`src/verilog/stat_defs.svh`:
```
// offsets, field positions, reset values and limits of the statistics block
`ifndef ETH_STAT_DEFS_SVH
`define ETH_STAT_DEFS_SVH

// register byte offsets
`define OFF_LINK     8'h00
`define OFF_RETRY    8'h04
`define OFF_COLL     8'h08
`define OFF_LATE     8'h0C
`define OFF_LOST     8'h10
`define OFF_NOCAR    8'h14
`define OFF_SHORT    8'h18
`define OFF_CRC      8'h1C
`define OFF_MODE     8'h20
`define OFF_IRQ_STAT 8'h24
`define OFF_IRQ_MASK 8'h28

// 16-bit counter slots
`define SLOT_RETRY   0
`define SLOT_LATE    1
`define SLOT_LOST    2
`define SLOT_NOCAR   3
`define SLOT_SHORT   4
`define SLOT_CRC     5
`define NUM_SLOTS    6

// interrupt bit positions beyond the 16-bit slots
`define IRQ_COLL     6
`define IRQ_LINK     7

// field positions and limits
`define MODE_ACCEPT_CRC 0
`define CNT16_SAT    16'hFFFF
`define COLL_SAT     32'h0FFFFFFF
`define LATE_BITS    10'h200
`define MIN_TX_LEN   16'h0004
`define LINK_IDLE    1'b1

// bus answers and reset values
`define RESP_OKAY    2'h0
`define RESP_SLVERR  2'h2
`define WORD_ZERO    32'h00000000
`define IRQ_ZERO     8'h00

`endif
```
`src/verilog/eth_stat_pkg.sv`:
```
// types shared by the statistics block files
package eth_stat_pkg;
   typedef logic [31:0] word_t;      // bus data word
   typedef logic [7:0]  irq_bits_t;  // interrupt status and mask layout
   typedef logic [15:0] cnt16_t;     // narrow counter value
   typedef logic [1:0]  resp_t;      // bus response code
endpackage : eth_stat_pkg

```
`src/verilog/ethernet_stat_counters.sv`:
```
// link monitor and transmit/receive statistics counters with an AXI4-Lite port
//
// What this block does
// - link bit reads inverse of link pin
// - link register bits above bit zero read zero
// - count frames abandoned after sixteen attempts
// - sixteen-bit counters hold at maximum value
// - any write clears a counter
// - 32-bit collision counter counts all, saturates; the code holds it at COLL_SAT, 0x0FFFFFFF
// - any write clears collision counter
// - late count only after 512 bit times
// - count carrier drop during frame transmission
// - count carrier absent during preamble
// - count transmit attempts shorter than four bytes
// - count received frames with bad check sequence
// - accept-error mode stops the error count
// - upper counter bits read zero, write zero
`timescale 1ns/1ps
`include "stat_defs.svh"
module ethernet_stat_counters #(
   parameter int ADDR_W = 8
) (
   // clock and reset
   input  wire logic                  aclk,
   input  wire logic                  aresetn,
   // axi4-lite write address
   input  wire logic [ADDR_W-1:0]     awaddr,
   input  wire logic                  awvalid,
   output logic                       awready,
   // axi4-lite write data
   input  wire eth_stat_pkg::word_t   wdata,
   input  wire logic [3:0]            wstrb,
   input  wire logic                  wvalid,
   output logic                       wready,
   // axi4-lite write response
   output eth_stat_pkg::resp_t        bresp,
   output logic                       bvalid,
   input  wire logic                  bready,
   // axi4-lite read address
   input  wire logic [ADDR_W-1:0]     araddr,
   input  wire logic                  arvalid,
   output logic                       arready,
   // axi4-lite read data
   output eth_stat_pkg::word_t        rdata,
   output eth_stat_pkg::resp_t        rresp,
   output logic                       rvalid,
   input  wire logic                  rready,
   // phy pins
   input  wire logic                  link_status_pin,
   input  wire logic                  carrier_sense_pin,
   // transmit engine events, same clock
   input  wire logic                  retry_abandon,
   input  wire logic                  collision_seen,
   input  wire logic                  tx_data_active,
   input  wire logic                  tx_bit_tick,
   input  wire logic                  tx_preamble_active,
   input  wire logic                  tx_start,
   input  wire eth_stat_pkg::cnt16_t  tx_length,
   // receive engine events, same clock
   input  wire logic                  rx_frame_done,
   input  wire logic                  rx_crc_bad,
   // interrupt
   output logic                       irq
);
   import eth_stat_pkg::*;

   // ---------------- pin synchronisers ----------------
   logic [2:0] link_pipe;   // link pin shift chain
   logic [2:0] crs_pipe;    // carrier pin shift chain
   logic       link_level;  // filtered link pin level
   logic       crs_level;   // filtered carrier level
   logic       crs_prev;    // carrier level one cycle back
   logic       link_prev;   // link level one cycle back

   // three stages; a level is accepted once stages two and three agree
   // link chain starts at the idle pin level so no false change follows reset
   always_ff @(posedge aclk) begin
      if (!aresetn) begin
         link_pipe <= {3{`LINK_IDLE}};
         crs_pipe  <= 3'h0;
      end else begin
         link_pipe <= {link_pipe[1:0], link_status_pin};
         crs_pipe  <= {crs_pipe[1:0], carrier_sense_pin};
      end
   end

   // filtered levels and their previous values
   always_ff @(posedge aclk) begin
      if (!aresetn) begin
         link_level <= `LINK_IDLE;
         crs_level  <= 1'b0;
         crs_prev   <= 1'b0;
         link_prev  <= `LINK_IDLE;
      end else begin
         if (link_pipe[1] == link_pipe[2]) begin
            link_level <= link_pipe[2];
         end
         if (crs_pipe[1] == crs_pipe[2]) begin
            crs_level <= crs_pipe[2];
         end
         crs_prev  <= crs_level;
         link_prev <= link_level;
      end
   end

   // link bit is the inverse of the pin level
   wire link_monitor_bit = ~link_level;
   wire link_changed     = link_level ^ link_prev;

   // ---------------- transmit timing ----------------
   logic [9:0] tx_bit_count;   // bit times since data start, held at limit
   logic       preamble_prev;  // preamble flag one cycle back
   logic       carrier_seen;   // carrier present at some point in preamble

   // count bit times while data is going out
   always_ff @(posedge aclk) begin
      if (!aresetn) begin
         tx_bit_count <= 10'h000;
      end else if (!tx_data_active) begin
         tx_bit_count <= 10'h000;
      end else if (tx_bit_tick && (tx_bit_count != `LATE_BITS)) begin
         tx_bit_count <= tx_bit_count + 10'h001;
      end
   end

   // remember whether carrier showed up during the preamble
   always_ff @(posedge aclk) begin
      if (!aresetn) begin
         preamble_prev <= 1'b0;
         carrier_seen  <= 1'b0;
      end else begin
         preamble_prev <= tx_preamble_active;
         if (!tx_preamble_active) begin
            carrier_seen <= 1'b0;
         end else if (crs_level) begin
            carrier_seen <= 1'b1;
         end
      end
   end

   // ---------------- event decode ----------------
   logic      accept_crc_error_frames;  // mode bit
   wire       late_window  = (tx_bit_count == `LATE_BITS);
   wire       preamble_end = preamble_prev & ~tx_preamble_active;
   wire [`NUM_SLOTS-1:0] ev16;

   assign ev16[`SLOT_RETRY] = retry_abandon;
   assign ev16[`SLOT_LATE]  = collision_seen & late_window;
   assign ev16[`SLOT_LOST]  = crs_prev & ~crs_level & tx_data_active;
   assign ev16[`SLOT_NOCAR] = preamble_end & ~carrier_seen;
   assign ev16[`SLOT_SHORT] = tx_start & (tx_length < `MIN_TX_LEN);
   assign ev16[`SLOT_CRC]   = rx_frame_done & rx_crc_bad
                              & ~accept_crc_error_frames;

   // ---------------- axi write side ----------------
   logic              aw_full;   // write address held
   logic              w_full;    // write data held
   logic [ADDR_W-1:0] aw_addr_q; // held write address
   word_t             w_data_q;  // held write data
   logic [3:0]        w_strb_q;  // held byte enables

   wire aw_take  = awvalid & awready;
   wire w_take   = wvalid & wready;
   wire do_write = aw_full & w_full & ~bvalid;
   wire next_aw_full = aw_take | (aw_full & ~do_write);
   wire next_w_full  = w_take | (w_full & ~do_write);

   // capture address and data independently
   always_ff @(posedge aclk) begin
      if (!aresetn) begin
         aw_full   <= 1'b0;
         w_full    <= 1'b0;
         awready   <= 1'b1;
         wready    <= 1'b1;
         aw_addr_q <= '0;
         w_data_q  <= `WORD_ZERO;
         w_strb_q  <= 4'h0;
      end else begin
         aw_full <= next_aw_full;
         w_full  <= next_w_full;
         awready <= ~next_aw_full;
         wready  <= ~next_w_full;
         if (aw_take) begin
            aw_addr_q <= awaddr;
         end
         if (w_take) begin
            w_data_q <= wdata;
            w_strb_q <= wstrb;
         end
      end
   end

   // write target decode on the word address
   wire [7:0] wr_word   = {aw_addr_q[7:2], 2'b00};
   wire hit_w_link      = (wr_word == `OFF_LINK);
   wire hit_w_coll      = (wr_word == `OFF_COLL);
   wire hit_w_mode      = (wr_word == `OFF_MODE);
   wire hit_w_stat      = (wr_word == `OFF_IRQ_STAT);
   wire hit_w_mask      = (wr_word == `OFF_IRQ_MASK);
   wire [`NUM_SLOTS-1:0] hit_w16;
   assign hit_w16[`SLOT_RETRY] = (wr_word == `OFF_RETRY);
   assign hit_w16[`SLOT_LATE]  = (wr_word == `OFF_LATE);
   assign hit_w16[`SLOT_LOST]  = (wr_word == `OFF_LOST);
   assign hit_w16[`SLOT_NOCAR] = (wr_word == `OFF_NOCAR);
   assign hit_w16[`SLOT_SHORT] = (wr_word == `OFF_SHORT);
   assign hit_w16[`SLOT_CRC]   = (wr_word == `OFF_CRC);
   wire wr_mapped = hit_w_link | hit_w_coll | hit_w_mode | hit_w_stat
                    | hit_w_mask | (|hit_w16);
   wire low_lane  = w_strb_q[0];

   // write response, held until accepted
   always_ff @(posedge aclk) begin
      if (!aresetn) begin
         bvalid <= 1'b0;
         bresp  <= `RESP_OKAY;
      end else if (do_write) begin
         bvalid <= 1'b1;
         bresp  <= wr_mapped ? `RESP_OKAY : `RESP_SLVERR;
      end else if (bready) begin
         bvalid <= 1'b0;
      end
   end

   // ---------------- control registers ----------------
   irq_bits_t irq_status;  // sticky event bits
   irq_bits_t irq_mask;    // enables for irq
   irq_bits_t irq_events;  // this cycle's events

   assign irq_events = {link_changed, collision_seen, ev16};

   // mode bit and mask, written through the low byte lane
   always_ff @(posedge aclk) begin
      if (!aresetn) begin
         accept_crc_error_frames <= 1'b0;
         irq_mask                <= `IRQ_ZERO;
      end else if (do_write && low_lane) begin
         if (hit_w_mode) begin
            accept_crc_error_frames <= w_data_q[`MODE_ACCEPT_CRC];
         end
         if (hit_w_mask) begin
            irq_mask <= w_data_q[7:0];
         end
      end
   end

   // sticky status: write one clears, a new event wins over the clear
   wire [7:0] stat_clear = (do_write && low_lane && hit_w_stat) ? w_data_q[7:0]
                                                                 : `IRQ_ZERO;
   always_ff @(posedge aclk) begin
      if (!aresetn) begin
         irq_status <= `IRQ_ZERO;
      end else begin
         irq_status <= (irq_status & ~stat_clear) | irq_events;
      end
   end

   // level interrupt from a flop
   always_ff @(posedge aclk) begin
      if (!aresetn) begin
         irq <= 1'b0;
      end else begin
         irq <= |(((irq_status & ~stat_clear) | irq_events) & irq_mask);
      end
   end

   // ---------------- counters ----------------
   cnt16_t count16 [`NUM_SLOTS];  // narrow counter values
   word_t  collision_count_all;   // wide collision counter value

   // any write to a counter clears it, whatever the data
   genvar gi;
   generate
      for (gi = 0; gi < `NUM_SLOTS; gi++) begin : g_cnt
         sat_counter #(
            .WIDTH (16),
            .MAX   (`CNT16_SAT)
         ) u_cnt (
            .aclk    (aclk),
            .aresetn (aresetn),
            .clear   (do_write & hit_w16[gi]),
            .bump    (ev16[gi]),
            .count   (count16[gi])
         );
      end
   endgenerate

   // every collision since reset or the last write to it, wide counter held at 0x0FFFFFFF
   sat_counter #(
      .WIDTH (32),
      .MAX   (`COLL_SAT)
   ) u_coll (
      .aclk    (aclk),
      .aresetn (aresetn),
      .clear   (do_write & hit_w_coll),
      .bump    (collision_seen),
      .count   (collision_count_all)
   );

   // ---------------- axi read side ----------------
   wire [7:0] rd_word = {araddr[7:2], 2'b00};
   wire [`NUM_SLOTS-1:0] hit_r16;
   assign hit_r16[`SLOT_RETRY] = (rd_word == `OFF_RETRY);
   assign hit_r16[`SLOT_LATE]  = (rd_word == `OFF_LATE);
   assign hit_r16[`SLOT_LOST]  = (rd_word == `OFF_LOST);
   assign hit_r16[`SLOT_NOCAR] = (rd_word == `OFF_NOCAR);
   assign hit_r16[`SLOT_SHORT] = (rd_word == `OFF_SHORT);
   assign hit_r16[`SLOT_CRC]   = (rd_word == `OFF_CRC);
   wire hit_r_link = (rd_word == `OFF_LINK);
   wire hit_r_coll = (rd_word == `OFF_COLL);
   wire hit_r_mode = (rd_word == `OFF_MODE);
   wire hit_r_stat = (rd_word == `OFF_IRQ_STAT);
   wire hit_r_mask = (rd_word == `OFF_IRQ_MASK);
   wire rd_mapped  = hit_r_link | hit_r_coll | hit_r_mode | hit_r_stat
                     | hit_r_mask | (|hit_r16);

   // or together the narrow counters that match, upper half zero
   word_t rd16 [`NUM_SLOTS+1];
   assign rd16[0] = `WORD_ZERO;
   generate
      for (gi = 0; gi < `NUM_SLOTS; gi++) begin : g_rd
         assign rd16[gi+1] = rd16[gi]
                             | (hit_r16[gi] ? {16'h0000, count16[gi]}
                                            : `WORD_ZERO);
      end
   endgenerate

   // read data select; reserved bits are zero
   wire word_t rd_value =
      hit_r_link ? {31'h00000000, link_monitor_bit} :
      hit_r_coll ? collision_count_all :
      hit_r_mode ? {31'h00000000, accept_crc_error_frames} :
      hit_r_stat ? {24'h000000, irq_status} :
      hit_r_mask ? {24'h000000, irq_mask} :
      rd16[`NUM_SLOTS];

   wire ar_take = arvalid & arready;

   // one read at a time; address accepted, data presented next cycle
   always_ff @(posedge aclk) begin
      if (!aresetn) begin
         arready <= 1'b1;
         rvalid  <= 1'b0;
         rdata   <= `WORD_ZERO;
         rresp   <= `RESP_OKAY;
      end else if (ar_take) begin
         arready <= 1'b0;
         rvalid  <= 1'b1;
         rdata   <= rd_value;
         rresp   <= rd_mapped ? `RESP_OKAY : `RESP_SLVERR;
      end else if (rvalid && rready) begin
         arready <= 1'b1;
         rvalid  <= 1'b0;
      end
   end

endmodule : ethernet_stat_counters

```
`src/verilog/sat_counter.sv`:
```
// saturating event counter cleared by a software write
`timescale 1ns/1ps
module sat_counter #(
   parameter int               WIDTH = 16,
   parameter logic [WIDTH-1:0] MAX   = '1
) (
   // clock and reset
   input  wire logic             aclk,
   input  wire logic             aresetn,
   // control
   input  wire logic             clear,
   input  wire logic             bump,
   // value
   output logic [WIDTH-1:0]      count
);
   // clear beats a same-cycle event, then count up to the limit and hold
   always_ff @(posedge aclk) begin
      if (!aresetn) begin
         count <= '0;
      end else if (clear) begin
         count <= '0;
      end else if (bump && (count != MAX)) begin
         count <= count + 1'b1;
      end
   end
endmodule : sat_counter

```
`config.mk`:
```
export PLATFORM = sky130hd
export DESIGN_NAME = ethernet_stat_counters
export DESIGN_NICKNAME = d
export VERILOG_FILES = /design/src/verilog/eth_stat_pkg.sv /design/src/verilog/ethernet_stat_counters.sv /design/src/verilog/sat_counter.sv
export VERILOG_INCLUDE_DIRS = /design/src /design/src/verilog
export SDC_FILE = /design/constraint.sdc
export NUM_CORES = 1
export LEC_CHECK = 0
export ABC_CLOCK_PERIOD_IN_PS = 2550
export BUFFER_PORTS_ARGS = -buffer_cell sky130_fd_sc_hd__buf_2
export CAP_MARGIN = 20
export CORE_ASPECT_RATIO = 1.1
export CORE_UTILIZATION = 30
export CTS_CLUSTER_DIAMETER = 200
export DETAILED_ROUTE_END_ITERATION = 10
export GPL_TIMING_DRIVEN = 1
export PLACE_DENSITY = 0.55
export REMOVE_ABC_BUFFERS = 1
export SYNTH_ARGS = -nofsm -noshare
export SYNTH_HDL_FRONTEND = slang
export SYNTH_SLANG_ARGS = --single-unit
```
`constraint.sdc`:
```
create_clock -name aclk -period 2.55 [get_ports aclk]
set_input_delay 0.51 -clock aclk [delete_from_list [all_inputs] [get_ports aclk]]
set_output_delay 0.51 -clock aclk [all_outputs]
set_load 0.05 [all_outputs]
```
# Word level (Yosys, flattened, before mapping)
# Cells that the tools add are included.
[word_totals] ff_bits=228 latch_bits=0 mem_bits_rw=0 mem_bits_ro=0 in_bits=85 output_inout_bits=42 elab_cells=176 mem_count=0
[op_classes] add_sub_neg=8 n_mul=0 n_div=0 order_cmp=1 n_eq_ne=31 n_shift=0 n_mux=20 bitwise_logic=54 reduce_logical=29
[ops] cell="$mux 16" n=9
[ops] cell="$add 16x1->16 const B" n=6
[ops] cell="$ne 16x16->1 const B" n=6
[ops] cell="$or 16x16->16" n=5
[ops] cell="$mux 32" n=2
[ops] cell="$eq 6x3->1 const B" n=8
[ops] cell="$eq 6x4->1 const B" n=6
[ops] cell="$add 32x1->32 const B" n=1
[ops] cell="$ne 32x28->1 const B" n=1
[ops] cell="$eq 6x2->1 const B" n=4
[ops] cell="$and 1x1->1" n=22
[ops] cell="$and 8x8->8" n=2
[ops] cell="$logic_not 8->1" n=2
[ops] cell="$lt 16x3->1 const B" n=1
[ops] cell="$reduce_or 2->1" n=7
[ops] cell="$eq 6x1->1 const B" n=2
[ops] cell="$or 1x1->1" n=12
[ops] cell="$reduce_or 6->1" n=2
[ops] cell="$logic_and 1x1->1" n=11
[ops] cell="$add 10x1->10 const B" n=1
[ops] cell="$eq 10x10->1 const B" n=1
[ops] cell="$ne 10x10->1 const B" n=1
[ops] cell="$not 1->1" n=10
[ops] cell="$mux 8" n=1
[ops] cell="9 further kinds" n=20

# Depth between registers and ports, before layout
[logic_depth] word_depth=12 mapped_depth=8

# Cells and area by module
# Synthesis repeated with hierarchy kept, for this count alone.
[hier_totals] cells_unflattened=1303 area_unflattened_um2=11578.6
[by_module_without_submodules] mod="sat_counter (g_cnt[0].u_cnt ...)" instances=6 cells_per_inst=91 area_each_um2=864.6 seq_area_each_um2=320.3
[by_module_without_submodules] mod="ethernet_stat_counters" instances=1 cells_per_inst=556 area_each_um2=4727.0 seq_area_each_um2=1921.8
[by_module_without_submodules] mod="sat_counter (u_coll)" instances=1 cells_per_inst=201 area_each_um2=1664.1 seq_area_each_um2=640.6

# Worst setup path after synthesis
# OpenSTA, ideal clock, no wires.
[synth_timing] path_type="register -> register" from="register bvalid" to="register irq" setup_ns=0.120 arrival_ns=2.111 t_required_ns=2.430 setup_slack_ns=0.319 stages_incl_launch_ff=6 period_less_slack_ns=2.231 path_cell_list="dfxtp_1 nand3b_1 nor4_4 a31oi_1 or4_1 o31a_1"
[synth_via] elab_chain_cells=10
[synth_rtl] item="start: declaration" line_no="ethernet_stat_counters.sv:37" text="output logic bvalid,"
[synth_rtl] item="start signal: assignment" line_no="ethernet_stat_counters.sv:214" text="bvalid <= 1'b0;"
[synth_rtl] item="start signal: assignment" line_no="ethernet_stat_counters.sv:217" text="bvalid <= 1'b1;"
[synth_rtl] item="start signal: assignment" line_no="ethernet_stat_counters.sv:220" text="bvalid <= 1'b0;"
[synth_rtl] item="$not 1->1" line_no="ethernet_stat_counters.sv:164" text="wire do_write = aw_full & w_full & ~bvalid;"
[synth_rtl] item="$and 1x1->1" line_no="ethernet_stat_counters.sv:164"
[synth_rtl] item="$logic_and 1x1->1 (2 in series)" line_no="ethernet_stat_counters.sv:247" text="wire [7:0] stat_clear = (do_write && low_lane && hit_w_stat) ? w_data_q[7:0]"
[synth_rtl] item="$mux 8 (no line)"
[synth_rtl] item="$not 8->8" line_no="ethernet_stat_counters.sv:262" text="irq <= |(((irq_status & ~stat_clear) | irq_events) & irq_mask);"
[synth_rtl] item="$and 8x8->8" line_no="ethernet_stat_counters.sv:262"
[synth_rtl] item="$or 8x8->8" line_no="ethernet_stat_counters.sv:262"
[synth_rtl] item="$and 8x8->8" line_no="ethernet_stat_counters.sv:262"
[synth_rtl] item="$reduce_or 8->1" line_no="ethernet_stat_counters.sv:262"
[synth_rtl] item="end signal: assignment" line_no="ethernet_stat_counters.sv:262"
[synth_rtl] item="end: declaration" line_no="ethernet_stat_counters.sv:63" text="output logic irq"
# No other way between the ends.
# A chain may end at the register's enable or synchronous reset.

# Final worst setup path
[layout_timing] from="register tx_bit_count[0]" to="register irq"
[layout_via] elab_chain_cells=5
[layout_rtl] item="start: declaration" line_no="ethernet_stat_counters.sv:111" text="logic [9:0] tx_bit_count;"
[layout_rtl] item="start signal: assignment" line_no="ethernet_stat_counters.sv:122" text="tx_bit_count <= tx_bit_count + 10'h001;"
[layout_rtl] item="$eq 10x10->1 (no line)"
[layout_rtl] item="$and 1x1->1" line_no="ethernet_stat_counters.sv:148" text="assign ev16[`SLOT_LATE] = collision_seen & late_window;"
[layout_rtl] item="$or 8x8->8" line_no="ethernet_stat_counters.sv:262"
[layout_rtl] item="$and 8x8->8" line_no="ethernet_stat_counters.sv:262"
[layout_rtl] item="$reduce_or 8->1" line_no="ethernet_stat_counters.sv:262"
# No other way between the ends.

==> results.cfg <==
[status]
status = complete, no violations

[cells_and_area]
final_common_cell = dfxtp_1
area_delta_synth_final_pct = 19.59
drive_gt1_share_pct = 16.11
fin_cells = 1879
final_cell_mix = 224 x dfxtp_1, 124 x nor2_1, 120 x nand2_1, 98 x a21oi_1, 91 x buf_2
nets = 1472
fill_cells = 3696
multi_input_area_sq_mm = 0.006092
regArea_sq_mm = 0.004484

[floorplanning]
io_pins = 127
coreArea_sq_mm = 0.03549
start_util_pct = 30.78
core.rowCount = 72
die_x_microns = 184.0
die_h_microns = 202.2
design.die.area_sq_mm = 0.03719

[clock_network]
cts_tree = built
clockBufferDepth = 3
htreeDepth = 1
post_cts_buffers = 0
numCtsBuffers = 26
clkSlewWorstSetupHoldPaths_ps = 70
cts_resized = 0
cts-root-buf = clkbuf_16
cts.sinks = 224
hold_buffers = 0
clk_latency_ps = 540

[synthesis]
async_flop_share_pct = 0
synth.distinct_cells = 76
synthCells = 1269
yosysWarningCount = 0
ys_ff_latch = 224
avgSynthCellArea_sq_um = 8.610
ys_seq_area_share_pct = 41.04
synth.top_cell.area_share_pct = 41.04
synth_area_leaders = dfxtp_1 41%, a21oi_1 4.5%, nor2_1 4.3%, nand2_1 4.1%, mux4_2 3.3%
netlist_area_sq_mm = 0.01093
synth-edff-count = 0
ys_dominant_reg_cell = dfxtp_1
synth_top_cell_by_area = dfxtp_1

[critical_path]
path_class = reg2reg
cp_data_required_time_ps = 2970
startpoint_type = flip-flop
critPathBufInv = 1
arrival_ps = 2640
worstPathCellList = inv_1 > ha_1 > nor2b_1 > and3_1 > a32o_1 > or4_1 > o31a_1
crit_family = simple AND/OR/NAND/NOR gates
critPathCaptureType = flip-flop
slowest_stage = or4_1
cp_max_fo = 4
max_stage_delay_ps = 520

[sta]
relSlewSlack_pct = 43.86
worst_slew_pin_slew_ps = 842.0
skew_ps = 23.85
whs_ps = 152.7
period_share_pct = 87.13
hold_viol_final = 0
worst_slack_ps = 328.3
setup_viol = 0
drv_slew = 0
rsz0062_at_grt = no
fmax_mhz = 450.1
finalCriticalPeriod_ps = 2222
tns_ps = 0

[power]
p_int_mw = 6.196
p_sw_mw = 1.802
p_leak_nw = 4.529
power_mw = 7.999
p_clk_share_pct = 49.9
vdd_drop_max_mv = 0.4495
p_sw_share_pct = 22.53
combinationalPowerShare_pct = 5.1
seqPwrFrac_pct = 45.0
power_density_mw_per_mm2 = 612.2

[detailed_routing]
drtAntennaViolNets = 0
wl_mm = 30.97
drt_iter0_markers = 619
vias = 9959
via_per_inst = 5.300
first_pass_iters = 5
drc = 0
post_drt_wl_per_cell_microns = 16.48

[placed_design]
numPortBuffers = 91
gp_congestion = 0.8697
dp_slack_ps = 216.6
placed_cells = 1831
dp.final_hpwl_mm = 23.19

[global_routing]
grt_first_pass_wirelength_mm = 49.96
grt_max_degree = 36
overflow = 0
grt_antenna_before_repair = 1
grt_usage_pct = 16.60
grt_pass1_vias = 9468

[flow_run]
cap_viol_max_count = 0

[worst_hold_path]
hp-class = in2reg
## area by class of cell
class                      instances  share of cell area [%]
timing repair buffer             139                   6.435
inverter                          31                  0.8906
sequential                       224                   34.32
tap                              481                   4.606
antenna                            1                 0.01915
clock inverter                     6                   1.082
multi-input combinational        956                   46.62
clock buffer                      41                   6.023
## Yosys cell counts (17+ instances only)
cell type    n
dfxtp_1    224
nor2_1     125
nand2_1    120
a21oi_1     98
nand3_1     66
clkbuf_1    51
o21ai_0     51
a22oi_1     39
xnor2_1     37
inv_1       30
nand4_1     30
or3_1       28
nor3_1      27
or4_1       26
xor2_1      26
and3_1      23
nor4_1      19
and2_1      17
## power by group through the flow
| stage | clock (mW) | combinational (mW) | sequential (mW) |
|---|---|---|---|
| after global routing | 4.26 | 0.447 | 3.60 |
| after detailed placement | 0 | 0.411 | 3.67 |
| after floorplan | 0 | 0.187 | 3.69 |
| after CTS | 4.09 | 0.413 | 3.60 |
| after global placement | 0 | 0.408 | 3.67 |
| final | 3.99 | 0.408 | 3.60 |
## sequential cells by signal, summed over array words and instances, names as in the netlist, 3 cells and up
name and count:
aw_addr_q 6, crs_pipe 3, g_cnt.u_cnt.count 96, irq_mask 8, irq_status 8, link_pipe 3
rdata 32, tx_bit_count 10, u_coll.count 32, w_data_q 8
## routing by layer
metal	vias up	global-route usage [%]	part of all wire [%]
met5	-	0	0
met4	0	5.357	2.9
met3	53	1.982	3.8
met2	202	27.35	46
met1	4766	22.42	47
li1	4938	-	-
## metrics by stage
step                      cell area, sq um  util (%)
final                                13070     36.81
after global routing                 13070     36.81
after CTS                            13060     36.81
after detailed placement             12140     34.19
after global placement               12140     34.19
after floorplan                      10690         -
## final timing paths
path                                     end  slack, ps  depth (start not counted)             from
worst max register to register           irq        330                          7  tx_bit_count[0]
worst min-delay path            link_pipe[0]        150                          2  link_status_pin
worst max-delay path                     irq        330                          7  tx_bit_count[0]
worst min register to register  link_pipe[1]        400                          1     link_pipe[0]
## cells by family after synthesis
family,synth area share [%]
other,0.03432
AOI/OAI and AO/OA,18.12
and+or+nand+nor,26.74
adders and majority gates,1.031
buffers and inverters,3.287
muxes,4.695
xor gates and xnor gates,5.050
DFF,41.04
Note: power is estimated with default switching activity, not from simulation.
